## src/hw/oovp_defs.vh

```
// Constants for the output over-voltage protection block
`ifndef OOVP_DEFS_VH
`define OOVP_DEFS_VH
// Register byte offsets
`define OOVP_REG_STATUS     8'h00
`define OOVP_REG_MASK       8'h04
`define OOVP_REG_CTRL       8'h08
`define OOVP_REG_STATE      8'h0c
`define OOVP_REG_LIMIT      8'h10
// Status / mask bit positions
`define OOVP_EV_LATCH       0
`define OOVP_EV_RELEASE     1
`define OOVP_EV_STARTHOLD   2
`define OOVP_EV_SOFTSTART   3
`define OOVP_EV_BITS        4
// Control bit positions
`define OOVP_CTRL_ENABLE    0
`define OOVP_CTRL_RESET_VAL 1'b1
// Reset values
`define OOVP_MASK_RESET     4'h0
// Switching instances needed to latch a fault
`define OOVP_INSTANCES      3'h5
`define OOVP_CNT_W          3
// Synchroniser stages for pin inputs
`define OOVP_SYNC_STAGES    3
`endif

```

## src/hw/oovp_sync.v

```verilog
// Three-stage pin synchroniser with agreement filter
module oovp_sync #(
   parameter RESET_VAL = 1'b0
) (
   input  wire clk_i,
   input  wire rst_i,
   input  wire pin_i,
   output wire level_o
);
   reg s1_q;
   reg s2_q;
   reg s3_q;
   reg lvl_q;

   ////////////////////////////////////////////////////////////////////////
   // Stage chain; level moves only when stages two and three agree
   always @(posedge clk_i) begin
      if (rst_i) begin
         s1_q  <= RESET_VAL;
         s2_q  <= RESET_VAL;
         s3_q  <= RESET_VAL;
         lvl_q <= RESET_VAL;
      end else begin
         s1_q <= pin_i;
         s2_q <= s1_q;
         s3_q <= s2_q;
         if (s2_q == s3_q) begin
            lvl_q <= s3_q;
         end
      end
   end

   assign level_o = lvl_q;
endmodule // oovp_sync

```

## src/hw/oovp_wb_regs.v

```verilog
// Wishbone classic register slave for the protection block
`include "oovp_defs.vh"
module oovp_wb_regs (
   input  wire        clk_i,
   input  wire        rst_i,
   input  wire        wb_cyc_i,
   input  wire        wb_stb_i,
   input  wire        wb_we_i,
   input  wire [7:0]  wb_adr_i,
   input  wire [3:0]  wb_sel_i,
   input  wire [31:0] wb_dat_i,
   output wire [31:0] wb_dat_o,
   output wire        wb_ack_o,
   input  wire [3:0]  events_i,
   input  wire [7:0]  state_i,
   input  wire [2:0]  limit_i,
   output wire        enable_o,
   output wire        irq_o
);
   reg [3:0]  status_q;
   reg [3:0]  mask_q;
   reg        enable_q;
   reg        ack_q;
   reg [31:0] dat_q;
   wire       req;
   wire       wr;
   wire [3:0] clr;

   assign req = wb_cyc_i & wb_stb_i & ~ack_q;
   assign wr  = req & wb_we_i & wb_sel_i[0];
   assign clr = (wr && wb_adr_i == `OOVP_REG_STATUS) ? wb_dat_i[3:0] : 4'h0;

   ////////////////////////////////////////////////////////////////////////
   // Registers; a new event beats a write-one clear
   always @(posedge clk_i) begin
      if (rst_i) begin
         status_q <= 4'h0;
         mask_q   <= `OOVP_MASK_RESET;
         enable_q <= `OOVP_CTRL_RESET_VAL;
         ack_q    <= 1'b0;
         dat_q    <= 32'h0000_0000;
      end else begin
         ack_q    <= req;
         status_q <= (status_q & ~clr) | events_i;
         if (wr && wb_adr_i == `OOVP_REG_MASK) begin
            mask_q <= wb_dat_i[3:0];
         end
         if (wr && wb_adr_i == `OOVP_REG_CTRL) begin
            enable_q <= wb_dat_i[`OOVP_CTRL_ENABLE];
         end
         // Read mux; unmapped addresses read zero
         case (wb_adr_i)
            `OOVP_REG_STATUS: dat_q <= {28'h0000000, status_q};
            `OOVP_REG_MASK:   dat_q <= {28'h0000000, mask_q};
            `OOVP_REG_CTRL:   dat_q <= {31'h00000000, enable_q};
            `OOVP_REG_STATE:  dat_q <= {24'h000000, state_i};
            `OOVP_REG_LIMIT:  dat_q <= {29'h00000000, limit_i};
            default:          dat_q <= 32'h0000_0000;
         endcase
      end
   end

   assign wb_ack_o = ack_q;
   assign wb_dat_o = dat_q;
   assign enable_o = enable_q;
   assign irq_o    = |(status_q & mask_q);
endmodule // oovp_wb_regs

```

## src/hw/oovp_top.v

```verilog
// Output over-voltage protection logic of a rectifier gate driver
`include "oovp_defs.vh"
module oovp_top #(
   parameter FORCE_LEVEL = 1'b1,        // 1: rectifiers on, 0: rectifiers off
   parameter INSTANCES   = `OOVP_INSTANCES
) (
   input  wire        clk_i,
   input  wire        rst_i,
   input  wire        gate_timing_in_first_i,
   input  wire        gate_timing_in_second_i,
   input  wire        sense_above_thresh_i,
   input  wire        sense_cleared_i,
   input  wire        ref_below_startup_i,
   input  wire        ref_discharged_i,
   output reg         gate_drive_out_first_o,
   output reg         gate_drive_out_second_o,
   output wire        ref_discharge_o,
   output wire        soft_start_o,
   input  wire        wb_cyc_i,
   input  wire        wb_stb_i,
   input  wire        wb_we_i,
   input  wire [7:0]  wb_adr_i,
   input  wire [3:0]  wb_sel_i,
   input  wire [31:0] wb_dat_i,
   output wire [31:0] wb_dat_o,
   output wire        wb_ack_o,
   output wire        irq_o
);
   // Operating states
   localparam [1:0] ST_STARTUP = 2'd0;
   localparam [1:0] ST_NORMAL  = 2'd1;
   localparam [1:0] ST_LATCHED = 2'd2;
   localparam [1:0] ST_WAIT_SS = 2'd3;

   wire       in_a;
   wire       in_b;
   wire       fault;
   wire       cleared;
   wire       startup;
   wire       discharged;
   wire       enable;
   reg        in_a_q;
   reg        in_b_q;
   reg [1:0]  state_q;
   reg [1:0]  state_d;
   reg [`OOVP_CNT_W-1:0] cnt_q;
   reg [`OOVP_CNT_W-1:0] cnt_d;
   reg        hold_q;
   reg        ss_q;
   reg [3:0]  ev_d;
   wire       instance_edge;
   wire       one_high;

   ////////////////////////////////////////////////////////////////////////
   // Pin synchronisers
   oovp_sync u_sync_a (.clk_i(clk_i), .rst_i(rst_i),
      .pin_i(gate_timing_in_first_i), .level_o(in_a));
   oovp_sync u_sync_b (.clk_i(clk_i), .rst_i(rst_i),
      .pin_i(gate_timing_in_second_i), .level_o(in_b));
   oovp_sync u_sync_ov (.clk_i(clk_i), .rst_i(rst_i),
      .pin_i(sense_above_thresh_i), .level_o(fault));
   oovp_sync u_sync_cl (.clk_i(clk_i), .rst_i(rst_i),
      .pin_i(sense_cleared_i), .level_o(cleared));
   oovp_sync #(.RESET_VAL(1'b1)) u_sync_su (.clk_i(clk_i), .rst_i(rst_i),
      .pin_i(ref_below_startup_i), .level_o(startup));
   oovp_sync #(.RESET_VAL(1'b1)) u_sync_dc (.clk_i(clk_i), .rst_i(rst_i),
      .pin_i(ref_discharged_i), .level_o(discharged));

   // Any edge on either timing input is one instance
   assign instance_edge = (in_a ^ in_a_q) | (in_b ^ in_b_q);
   assign one_high      = in_a ^ in_b;

   ////////////////////////////////////////////////////////////////////////
   // State and instance counter, next values
   always @* begin
      state_d = state_q;
      cnt_d   = cnt_q;
      ev_d    = 4'h0;
      case (state_q)
         ST_STARTUP: begin
            cnt_d = {`OOVP_CNT_W{1'b0}};
            if (!startup) begin
               state_d = ST_NORMAL;
            end
         end
         ST_NORMAL: begin
            if (startup) begin
               state_d = ST_STARTUP;
            end else if (!fault || !enable) begin
               cnt_d = {`OOVP_CNT_W{1'b0}};
            end else if (instance_edge) begin
               if (cnt_q == INSTANCES - 1'b1) begin
                  state_d = ST_LATCHED;
                  cnt_d   = {`OOVP_CNT_W{1'b0}};
                  ev_d[`OOVP_EV_LATCH] = 1'b1;
               end else begin
                  cnt_d = cnt_q + 1'b1;
               end
            end
         end
         ST_LATCHED: begin
            if (discharged && cleared) begin
               state_d = ST_WAIT_SS;
               ev_d[`OOVP_EV_RELEASE] = 1'b1;
            end
         end
         ST_WAIT_SS: begin
            if (discharged && one_high) begin
               state_d = ST_STARTUP;
               ev_d[`OOVP_EV_SOFTSTART] = 1'b1;
            end
         end
         default: begin
            state_d = ST_STARTUP;
         end
      endcase
      if (state_q == ST_STARTUP && fault && !hold_q) begin
         ev_d[`OOVP_EV_STARTHOLD] = 1'b1;
      end
   end

   ////////////////////////////////////////////////////////////////////////
   // State registers and start-up hold flag
   always @(posedge clk_i) begin
      if (rst_i) begin
         state_q <= ST_STARTUP;
         cnt_q   <= {`OOVP_CNT_W{1'b0}};
         in_a_q  <= 1'b0;
         in_b_q  <= 1'b0;
         hold_q  <= 1'b0;
         ss_q    <= 1'b0;
      end else begin
         state_q <= state_d;
         cnt_q   <= cnt_d;
         in_a_q  <= in_a;
         in_b_q  <= in_b;
         ss_q    <= ev_d[`OOVP_EV_SOFTSTART];
         // Start-up fault holds outputs low until normal mode
         if (state_q != ST_STARTUP) begin
            hold_q <= 1'b0;
         end else if (fault) begin
            hold_q <= 1'b1;
         end
      end
   end

   ////////////////////////////////////////////////////////////////////////
   // Driver outputs, registered
   always @(posedge clk_i) begin
      if (rst_i) begin
         gate_drive_out_first_o  <= 1'b0;
         gate_drive_out_second_o <= 1'b0;
      end else if (state_q == ST_LATCHED) begin
         gate_drive_out_first_o  <= FORCE_LEVEL;
         gate_drive_out_second_o <= FORCE_LEVEL;
      end else if (state_q == ST_WAIT_SS || hold_q ||
                   (state_q == ST_STARTUP && fault)) begin
         gate_drive_out_first_o  <= 1'b0;
         gate_drive_out_second_o <= 1'b0;
      end else begin
         gate_drive_out_first_o  <= in_a;
         gate_drive_out_second_o <= in_b;
      end
   end

   assign ref_discharge_o = (state_q == ST_LATCHED);
   assign soft_start_o    = ss_q;

   ////////////////////////////////////////////////////////////////////////
   // Register slave and interrupt
   oovp_wb_regs u_regs (
      .clk_i    (clk_i),
      .rst_i    (rst_i),
      .wb_cyc_i (wb_cyc_i),
      .wb_stb_i (wb_stb_i),
      .wb_we_i  (wb_we_i),
      .wb_adr_i (wb_adr_i),
      .wb_sel_i (wb_sel_i),
      .wb_dat_i (wb_dat_i),
      .wb_dat_o (wb_dat_o),
      .wb_ack_o (wb_ack_o),
      .events_i (ev_d),
      .state_i  ({1'b0, hold_q, fault, startup, discharged, cleared,
                  state_q}),
      .limit_i  (cnt_q),
      .enable_o (enable),
      .irq_o    (irq_o)
   );
endmodule // oovp_top

```

## config.mk

```make
export PLATFORM = sky130hd
export DESIGN_NAME = oovp_top
export DESIGN_NICKNAME = d
export VERILOG_FILES = /design/src/hw/oovp_sync.v /design/src/hw/oovp_wb_regs.v /design/src/hw/oovp_top.v
export VERILOG_INCLUDE_DIRS = /design/src /design/src/hw
export SDC_FILE = /design/constraint.sdc
export NUM_CORES = 1
export LEC_CHECK = 0
export ABC_AREA = 0
export ABC_CLOCK_PERIOD_IN_PS = 1700
export BUFFER_PORTS_ARGS = -buffer_cell sky130_fd_sc_hd__buf_2
export CAP_MARGIN = 20
export CORE_UTILIZATION = 47
export CTS_CLUSTER_SIZE = 28
export DETAILED_ROUTE_END_ITERATION = 10
export GPL_TIMING_DRIVEN = 0
export PLACE_DENSITY = 0.79
export SLEW_MARGIN = 10
export SYNTH_ARGS = -nofsm -noshare
export SYNTH_HDL_FRONTEND = slang
export SYNTH_SLANG_ARGS = --single-unit
```

## constraint.sdc

```tcl
create_clock -name clk_i -period 1.7 [get_ports clk_i]
set_clock_uncertainty 0.05 [all_clocks]
set_input_delay 0.17 -clock clk_i [delete_from_list [all_inputs] [get_ports clk_i]]
set_output_delay 0.17 -clock clk_i [all_outputs]
set_load 0.005 [all_outputs]
```

======== After elaboration in Yosys (flattened, before gate mapping) ========
Cells that the tools add are included.
word-level totals
  input port bits ......................... 55
  flip-flop bits (word level) ............. 77
  output and inout port bits .............. 38
operators by class
  bitwise logic cells ..................... 13
  muxes and demuxes ....................... 29
  add/subtract/negate cells ............... 1
  reductions and logical operators ........ 21
  eq/ne operators ......................... 22
operators with widths
  operator             count
  $pmux 7 s5           1
  $eq 8x4->1 const B   2
  $mux 1               14
  $mux 2               7
  $mux 3               4
  $ne 3x2->1 const B   3
  $and 4x4->4          2
  $eq 8x3->1 const B   1
  $eq 8x5->1 const B   1
  $logic_not 8->1      1
  $pmux 2 s4           1
  $logic_and 1x1->1    7
  $eq 1x1->1           6
  $ne 2x2->1 const B   3
  $pmux 3 s2           1
  $reduce_and 6->1     1
  $and 1x1->1          4
  $eq 2x2->1 const B   2
  $mux 4               1
  $not 4->4            1
  $or 4x4->4           1
  $reduce_bool 2->1    2
  $reduce_or 4->1      1
  $add 3x1->3 const B  1
  12 further kinds     18

======== Depth between registers and ports, before layout ========
Gate-level depths: netlist of run 1.
  depth in word-level cells ............... 9
  gate-level depth with buffers ........... 6
  gate-level depth less buffers ........... 5

======== Hierarchy ========
From an unflattened synthesis of run 1, not the netlist that was laid out.
unflattened totals
  cells, all modules ...................... 252
  area total of the unflattened synthesis .. 2377.3 sq um
by module, submodules not included
  module                     times used  area each (sq um)  cells each  sequential area each (sq um)
  oovp_wb_regs               1           1096.1             124         360.3
  oovp_top                   1           600.6              68          220.2
  oovp_sync (u_sync_a ...)   4           112.6              10          80.1
  oovp_sync (u_sync_dc ...)  2           115.1              10          80.1

======== Least setup slack after synthesis of run 1 ========
Ideal clock, no wire load.
  path kind ............................... register -> register
  start point ............................. register u_regs.ack_q, in the netlist u_regs.wb_ack_o
  end point ............................... register u_regs.mask_q[0]
  path slack .............................. 0.465 ns
  arrival ................................. 1.058 ns
  period minus slack after synthesis ...... 1.235 ns
  data required time ...................... 1.522 ns
  buffers on the path ..................... 1
  stages on the path, launching flop included .. 6
  path through ............................ dfxtp_1 -> nand3b_1 -> and4b_1 -> buf_6 -> mux2i_1 -> nor2_1
on the way
  longest elaborated chain between the ends .. 5
ends and longest elaborated chain
  element                      RTL line           RTL
  start: declaration           oovp_wb_regs.v:23  reg ack_q;
  start signal: assignment     oovp_wb_regs.v:43  ack_q <= req;
  $not 1->1                    oovp_wb_regs.v:29  assign req = wb_cyc_i & wb_stb_i & ~ack_q;
  $and 1x1->1                  oovp_wb_regs.v:29
  $and 1x1->1 (2 in a row)     oovp_wb_regs.v:30  assign wr = req & wb_we_i & wb_sel_i[0];
  $logic_and 1x1->1 (no line)  --
  end signal: assignment       oovp_wb_regs.v:38  mask_q <= `OOVP_MASK_RESET;
  end signal: assignment       oovp_wb_regs.v:46  mask_q <= wb_dat_i[3:0];
  end: declaration             oovp_wb_regs.v:21  reg [3:0] mask_q;
No other way between the ends.
A chain may end at the register's enable or synchronous reset.

==> run_results.csv, run 1 <==
group,metric,value,unit
cells_and_area,nets,358,
cells_and_area,finalInstanceArea,2643,um2
pwr,intPower,1658,uW
synthesis,synth_top_area_frac,0.4706,
clock_network,clkLatencyLatePin,290,ps
routing,wl_per_cell,10.89,um
synthesis,synth-compound-area-share,0.1109,
cells_and_area,multi_input_area,963.4,um2
cells_and_area,n_fill_cell,412,
pwr,ir_worst_vdd,0.7165,mV
worst_hold_path,worstHoldPathType,"input port to register",
routing,drtIter0Drc,81,
synthesis,synthXorXnorAreaFrac,0.01188,
synthesis,synth_ff_type,"dfxtp_1",
grt,grt_pass1_vias,1461,
synthesis,synthCells,236,
floorplanning,start_util,0.4977,
clock_network,cts_tree,"built",
timing,setup-violations-final,0,
synthesis,synth_commonest_cells,"dfxtp_1 (52), buf_4 (26), nor2_1 (19), nor2b_1 (16), nand2_1 (14)",
synthesis,muxShareOfSynthArea,0.04808,
critical_path,endpoint_kind,"output port",
routing,antenna_left,0,
timing,fmax,0.6683,GHz
clock_network,clockBufferDepth,2,
timing,fin_tns_setup,0,ps
cells_and_area,drive_gt1_frac,0.2682,
worst_hold_path,hp-start,"sense_above_thresh_i",
status,status,"finished, violations left",
clock_network,path_clk_slew,90,ps
synthesis,yosys.area_share.simple,0.2110,
placement,pre_cts_slack,261.1,ps
routing,via_count,1664,
critical_path,crit_type,"register to output port",
synthesis,synthTopCellsByArea,"dfxtp_1 (47%), buf_4 (8.8%), nor2b_1 (4.5%)",
grt,grt_pass1_wl,6327,um
routing,drcViolationCount,2,
placement,gp_congestion,0.8065,
critical_path,cp_max_fo,10,
timing,timing.final.ws_setup,203.6,ps
routing,routed_wl,3855,um
job,cap_viol_max_count,0,
timing,min_period,1496,ps
synthesis,synth_top_area_cell,"dfxtp_1",
synthesis,synth_top_family_by_area,"simple AND/OR/NAND/NOR gates",
clock_network,clockRootBuffer,"clkbuf_8",
synthesis,synth_warnings,0,
synthesis,ys_types,36,
timing,slew_viol_final,0,
floorplanning,dieArea,4985,um2
clock_network,htreeDepth,2,
pwr,combPwrFrac,0.078,
synthesis,synth_adder_area_share,0.01131,
grt,track_usage,0.1613,
synthesis,yosys.cell_count.top_type,"dfxtp_1",
pwr,p_leak,0.001196,uW
placement,placed_area,2527,um2
placement,dp_hpwl,2875,um
placement,port_buffers,32,
clock_network,cts_buffers,5,
routing,met3_length,212,um
grt,grt_overflow,0,
timing,report.final.hold_viol_count,0,
pwr,p_sw_frac,0.2134,
routing,top_layer_used,"met4",
pwr,seqPwrFrac,0.590,
floorplanning,rows,24,
critical_path,worst_ep_required_time,1480,ps
floorplanning,die_w,70.61,um
grt,antenna_found_initial,0,
cells_and_area,n_antenna_cell,0,
synthesis,synth-edff-count,0,
timing,rsz0062_at_grt,"false",
critical_path,reg2reg_from,"u_sync_ov.level_o",
clock_network,cts_sinks,52,
routing,met1_length,1777,um
synthesis,avgSynthCellArea,9.373,um2
critical_path,critPathArrivalTime,1280,ps
critical_path,crit_path_start_kind,"register",
status,violations,"design-rule violations",
routing,firstDrtPassIters,7,
routing,routed-wl-met2,1843,um
pwr,switchingPower,449.8,uW
synthesis,yosysSeqAreaShare,0.4706,
cells_and_area,area_growth,19.46,%
floorplanning,core,4444,um2
cells_and_area,seqCellArea,1041,um2
pwr,power_density,797.6,nW/um2
synthesis,synth_area,2212,um2
synthesis,ys_ff_latch,52,
timing,fin_crit_sh,0.8802,
timing,fin_hold_ws,27.52,ps
pwr,clockPowerShare,0.333,
routing,avgViaCountPerCell,4.701,
synthesis,async_flop_share,0,
floorplanning,die-height,70.61,um
grt,grt_max_degree,16,
floorplanning,io_pins,93,
-- per-stage QoR --
stage                     power (uW)  instances  utilization
final                           2108        354       0.5946
after global routing            2200        354       0.5946
after CTS                       2125        354       0.5943
after detailed placement        1431        344       0.5687
after global placement          1427        344       0.5687
after floorplan                 1387        260            -
-- state kept, by name, indices dropped and copies added, names as in the netlist, 3 cells and up, named ones only --
register         flops
u_regs.mask_q        4
u_regs.wb_dat_o      7
cnt_q                3
u_regs.status_q      4
-- what timing repair did --
| action | 4_1_cts | 5_1_grt |
|---|---|---|
| endpoints found under the hold margin | 2 | 0 |
| hold buffers | 2 | 0 |
| endpoints found under the setup margin | 0 | 1 |
| setup buffers | 0 | 0 |
| resized for setup | 0 | 2 |
-- path summary, 6_finish.rpt --
kind	endpoint	slack, ps	cells after the start
setup / recovery	ref_discharge_o	200	3
hold / removal	u_sync_ov.s1_q	30	2
setup reg to reg	cnt_q[2]	290	4
hold reg to reg	u_sync_su.s2_q	370	1
-- final cells by class --
| type | instances | area share |
|---|---|---|
| clock buffers | 7 | 0.03267 |
| inverters | 9 | 0.01278 |
| plain buffers | 35 | 0.1004 |
| repair buffers | 34 | 0.06818 |
| flip-flops and latches | 52 | 0.3939 |
| well taps | 52 | 0.02462 |
| clock inverters | 1 | 0.002841 |
| multi-input cells | 164 | 0.3646 |
-- power by group through the flow --
stage / clock, uW / sequential [uW] / combinational, uW
2_1_floorplan: 0 / 1270 / 116
3_5_place_dp: 0 / 1270 / 158
4_1_cts: 719 / 1240 / 162
5_1_grt: 771 / 1250 / 182
6_report: 701 / 1240 / 163
3_3_place_gp: 0 / 1270 / 155
-- cell usage in the layout (no fill, tap or decap), types with 4 or more instances in the layout --
master,n
buf_4,26
nand3_1,5
conb_1,25
mux2i_1,5
or2_2,6
and2_1,4
inv_1,9
o21ai_0,13
nor3_1,7
clkbuf_1,5
nor2b_1,16
a21oi_1,13
dfxtp_1,52
clkbuf_8,8
buf_2,32
nand2_1,14
a22oi_1,6
nor2_1,19
-- cells by family after synthesis --
kind of cell,Yosys count
mux,9
fa+ha+maj,2
xor+xnor,3
compound gates,41
simple gates,84
flops,52
buf+inv,44
other cells,1
-- layer usage --
layer,GRT usage,up-vias
met5,0,-
met4,0.05778,0
met3,0.04986,2
met2,0.2654,40
met1,0.2015,748
li1,-,874
-- worst max-delay path: stages (launching register included) --
cell,delay (ps)
dfxtp_1,350
clkbuf_2,220
nor2b_1,250
buf_2,160
(Power assumes the default switching activity.)
==> run 2: changes to the inputs <==
--- a/config.mk
+++ b/config.mk
@@ -10,7 +10,7 @@
 export ABC_CLOCK_PERIOD_IN_PS = 1700
 export BUFFER_PORTS_ARGS = -buffer_cell sky130_fd_sc_hd__buf_2
 export CAP_MARGIN = 20
-export CORE_UTILIZATION = 47
+export CORE_UTILIZATION = 48
 export CTS_CLUSTER_SIZE = 28
 export DETAILED_ROUTE_END_ITERATION = 10
 export GPL_TIMING_DRIVEN = 0
@@ -18,4 +18,5 @@
 export SLEW_MARGIN = 10
 export SYNTH_ARGS = -nofsm -noshare
 export SYNTH_HDL_FRONTEND = slang
+export SYNTH_HIERARCHICAL = 1
 export SYNTH_SLANG_ARGS = --single-unit
==> run 2 against run 1 <==
Net effect:
- the flow now finishes without violations
- cell count grew 10%
- wire length up 14%
- register-to-register slack worse by 190 ps
- sequential cell count rose by 1
- non-clock buffer count is 3 higher
- worst setup slack worse by 110 ps
- combinational power rose by 9%
- sequential power hardly changed
- clock power down 3.7%
- highest routed layer unchanged
==> run_results.csv, run 2 <==
group,metric,value,unit
cells_and_area,final_cells,391,
synthesis,async_flop_share,0,
critical_path,crit_path_cell_trace,"nand3b_1 > nor4_1 > a31oi_1",
cells_and_area,finalInstanceArea,2855,um2
placement,pre_cts_slack,-197.6,ps
critical_path,crit_cells,3,
grt,antenna_found_initial,0,
clock_network,cts_resized,0,
routing,antenna_left,0,
grt,track_usage,0.1807,
critical_path,cp_max_fo,4,
floorplanning,die_w,72.38,um
critical_path,crit_slowest_cell,"nor4_1",
synthesis,yosysSeqAreaShare,0.4463,
timing,slew_viol_final,0,
critical_path,crit_path_start_kind,"register",
routing,firstDrtPassIters,4,
clock_network,cts_buffers,5,
pwr,p_leak,0.001252,uW
pwr,power_density,742.2,nW/um2
timing,fin_crit_sh,0.9439,
synthesis,synth_commonest_cells,"dfxtp_1 (53), buf_4 (24), nor2b_1 (16), nand2_1 (13), nor2_1 (13)",
timing,report.final.hold_viol_count,0,
placement,placed_area,2733,um2
timing,slew_headroom,0.4963,
synthesis,synth_top_area_frac,0.4463,
grt,grt_pass1_wl,7251,um
synthesis,synthTopCellsByArea,"dfxtp_1 (45%), buf_4 (7.6%), nor2b_1 (4.2%)",
routing,avgViaCountPerCell,4.834,
routing,drtIter0Drc,100,
routing,routed_wl,4411,um
clock_network,clockRootBuffer,"clkbuf_8",
clock_network,clockBufferDepth,2,
synthesis,synth_ff_type,"dfxtp_1",
critical_path,cpPeakStageDelay,680,ps
floorplanning,dieArea,5238,um2
grt,grt_pass1_vias,1734,
synthesis,ys_types,46,
clock_network,post-cts-setup-buffers,0,
placement,dp.cells,379,
job,cap_viol_max_count,0,
timing,min_period,1605,ps
floorplanning,rows,25,
cells_and_area,area_growth,20.11,%
synthesis,synth-edff-count,0,
timing,rsz0062_at_grt,"false",
floorplanning,io_pins,93,
cells_and_area,utilization,0.6005,
timing,timing.final.ws_setup,95.32,ps
cells_and_area,final_common_cell,"dfxtp_1",
worst_hold_path,worstHoldPathType,"input port to register",
clock_network,htreeDepth,2,
placement,port_buffers,37,
worst_hold_path,min_to,"u_regs/status_q[1]",
clock_network,cts_sinks,53,
cells_and_area,nets,380,
routing,drcViolationCount,0,
critical_path,endpoint_kind,"register",
grt,grt_max_degree,35,
critical_path,critPathLaunch,"u_regs/wb_ack_o",
floorplanning,die-height,72.38,um
cells_and_area,drive_gt1_frac,0.2253,
pwr,ir_worst_vdd,0.5511,mV
clock_network,clkLatencyLatePin,310,ps
critical_path,critPathBufInv,0,
cells_and_area,largest_reg_flops,8,
status,status,"finished, final reports clean",
critical_path,rrSetupSlack,100,ps
routing,wl_per_cell,11.28,um
cells_and_area,layout_common_cells,"dfxtp_1 (53), buf_2 (37), conb_1 (25), buf_4 (24), nor2b_1 (16)",
worst_hold_path,hp-start,"wb_dat_i[1]",
critical_path,cpLargestDelayFamily,"simple AND/OR/NAND/NOR gates",
synthesis,synth_area,2377,um2
critical_path,critPathArrivalTime,1730,ps
critical_path,reg2reg_from,"u_regs/wb_ack_o",
clock_network,hold_buffers,4,
clock_network,cts_tree,"built",
worst_hold_path,whs_path_depth,2,
floorplanning,core,4755,um2
critical_path,worst_ep_required_time,1820,ps
critical_path,r2r_end,"u_regs/status_q[1]",
placement,dp_hpwl,3237,um
synthesis,synth_warnings,6,
clock_network,path_clk_slew,90,ps
cells_and_area,n_antenna_cell,0,
timing,fmax,0.6232,GHz
synthesis,yosys.cell_count.top_type,"dfxtp_1",
synthesis,synth_top_area_cell,"dfxtp_1",
critical_path,rr_worst_depth,3,
grt,grt_overflow,0,
floorplanning,start_util,0.5000,
synthesis,synthCells,252,
synthesis,ys_ff_latch,53,
synthesis,avgSynthCellArea,9.434,um2
timing,worst_pin_slew,748.7,ps
routing,via_count,1890,
timing,setup-violations-final,0,
critical_path,crit_type,"register to register",
placement,gp_congestion,0.8389,
-- run 2: cell types whose count changed in the layout (fill, tap and decap cells not counted), sizes merged, moves of 3 or more --
cell | before | now
a22oi | 6 | 2
a31oi | 0 | 6
and3 | 2 | 5
nand2b | 1 | 9
nand3 | 5 | 1
nand4 | 0 | 3
nor2 | 19 | 13
nor3 | 7 | 3
nor4 | 2 | 6
nor4b | 0 | 7
o21a | 3 | 0
o21ai | 13 | 6
o21bai | 2 | 6
-- run 2: worst max path at each step --
stage	to	slack, ps
after CTS	u_regs/status_q[1]	110
after global routing	u_regs/status_q[1]	8
final	u_regs/status_q[1]	100
after detailed placement	u_regs/status_q[1]	-200
after floorplan	u_regs/status_q[0]	210
after global placement	u_regs/status_q[2]	-170
-- run 2: area by class of cell --
type                       instances  area, um2
timing repair buffer              41      225.2
multi-input combinational        181       1159
inverter                          10      37.54
buffer                            31      206.4
clock buffer                       6      72.57
clock inverter                     2      10.01
sequential                        53       1061
tap                               67      83.83
fill                             429       1899
-- run 2: per-layer routing --
metal / part of all wire / up-vias / track usage
li1: - / 984 / -
met1: 0.45 / 843 / 0.2086
met2: 0.48 / 58 / 0.3178
met3: 0.054 / 5 / 0.04722
met4: 0.016 / 0 / 0.07190
met5: 0 / - / 0
-- run 2: stage by stage --
step	hold WS [ps]	power [uW]	setup TNS, ps
floorplan	189.1	1406	0
global placement	295.9	1459	-658.2
detailed placement	299.3	1464	-735.9
CTS	0.8546	2143	0
global route	5.268	2223	0
finish	12.92	2119	0
-- run 2: power by group --
group	internal [uW]	switching [uW]	leakage [uW]
clock network	286	389	0.0000450
logic	92.2	84.4	0.000776
registers	1260	8.12	0.000430
total	1640	481	0.00125
-- run 2: cells by family after synthesis --
kind of cell,count (synthesis),synth area share
AND/OR/NAND/NOR,96,0.2516
flip-flops,53,0.4463
AO/OA/AOI/OAI,45,0.1332
buffers and inverters,41,0.1026
multiplexers,8,0.03421
XOR/XNOR,5,0.01842
adder cells (fa/ha/maj),2,0.01052
other,2,0.003159
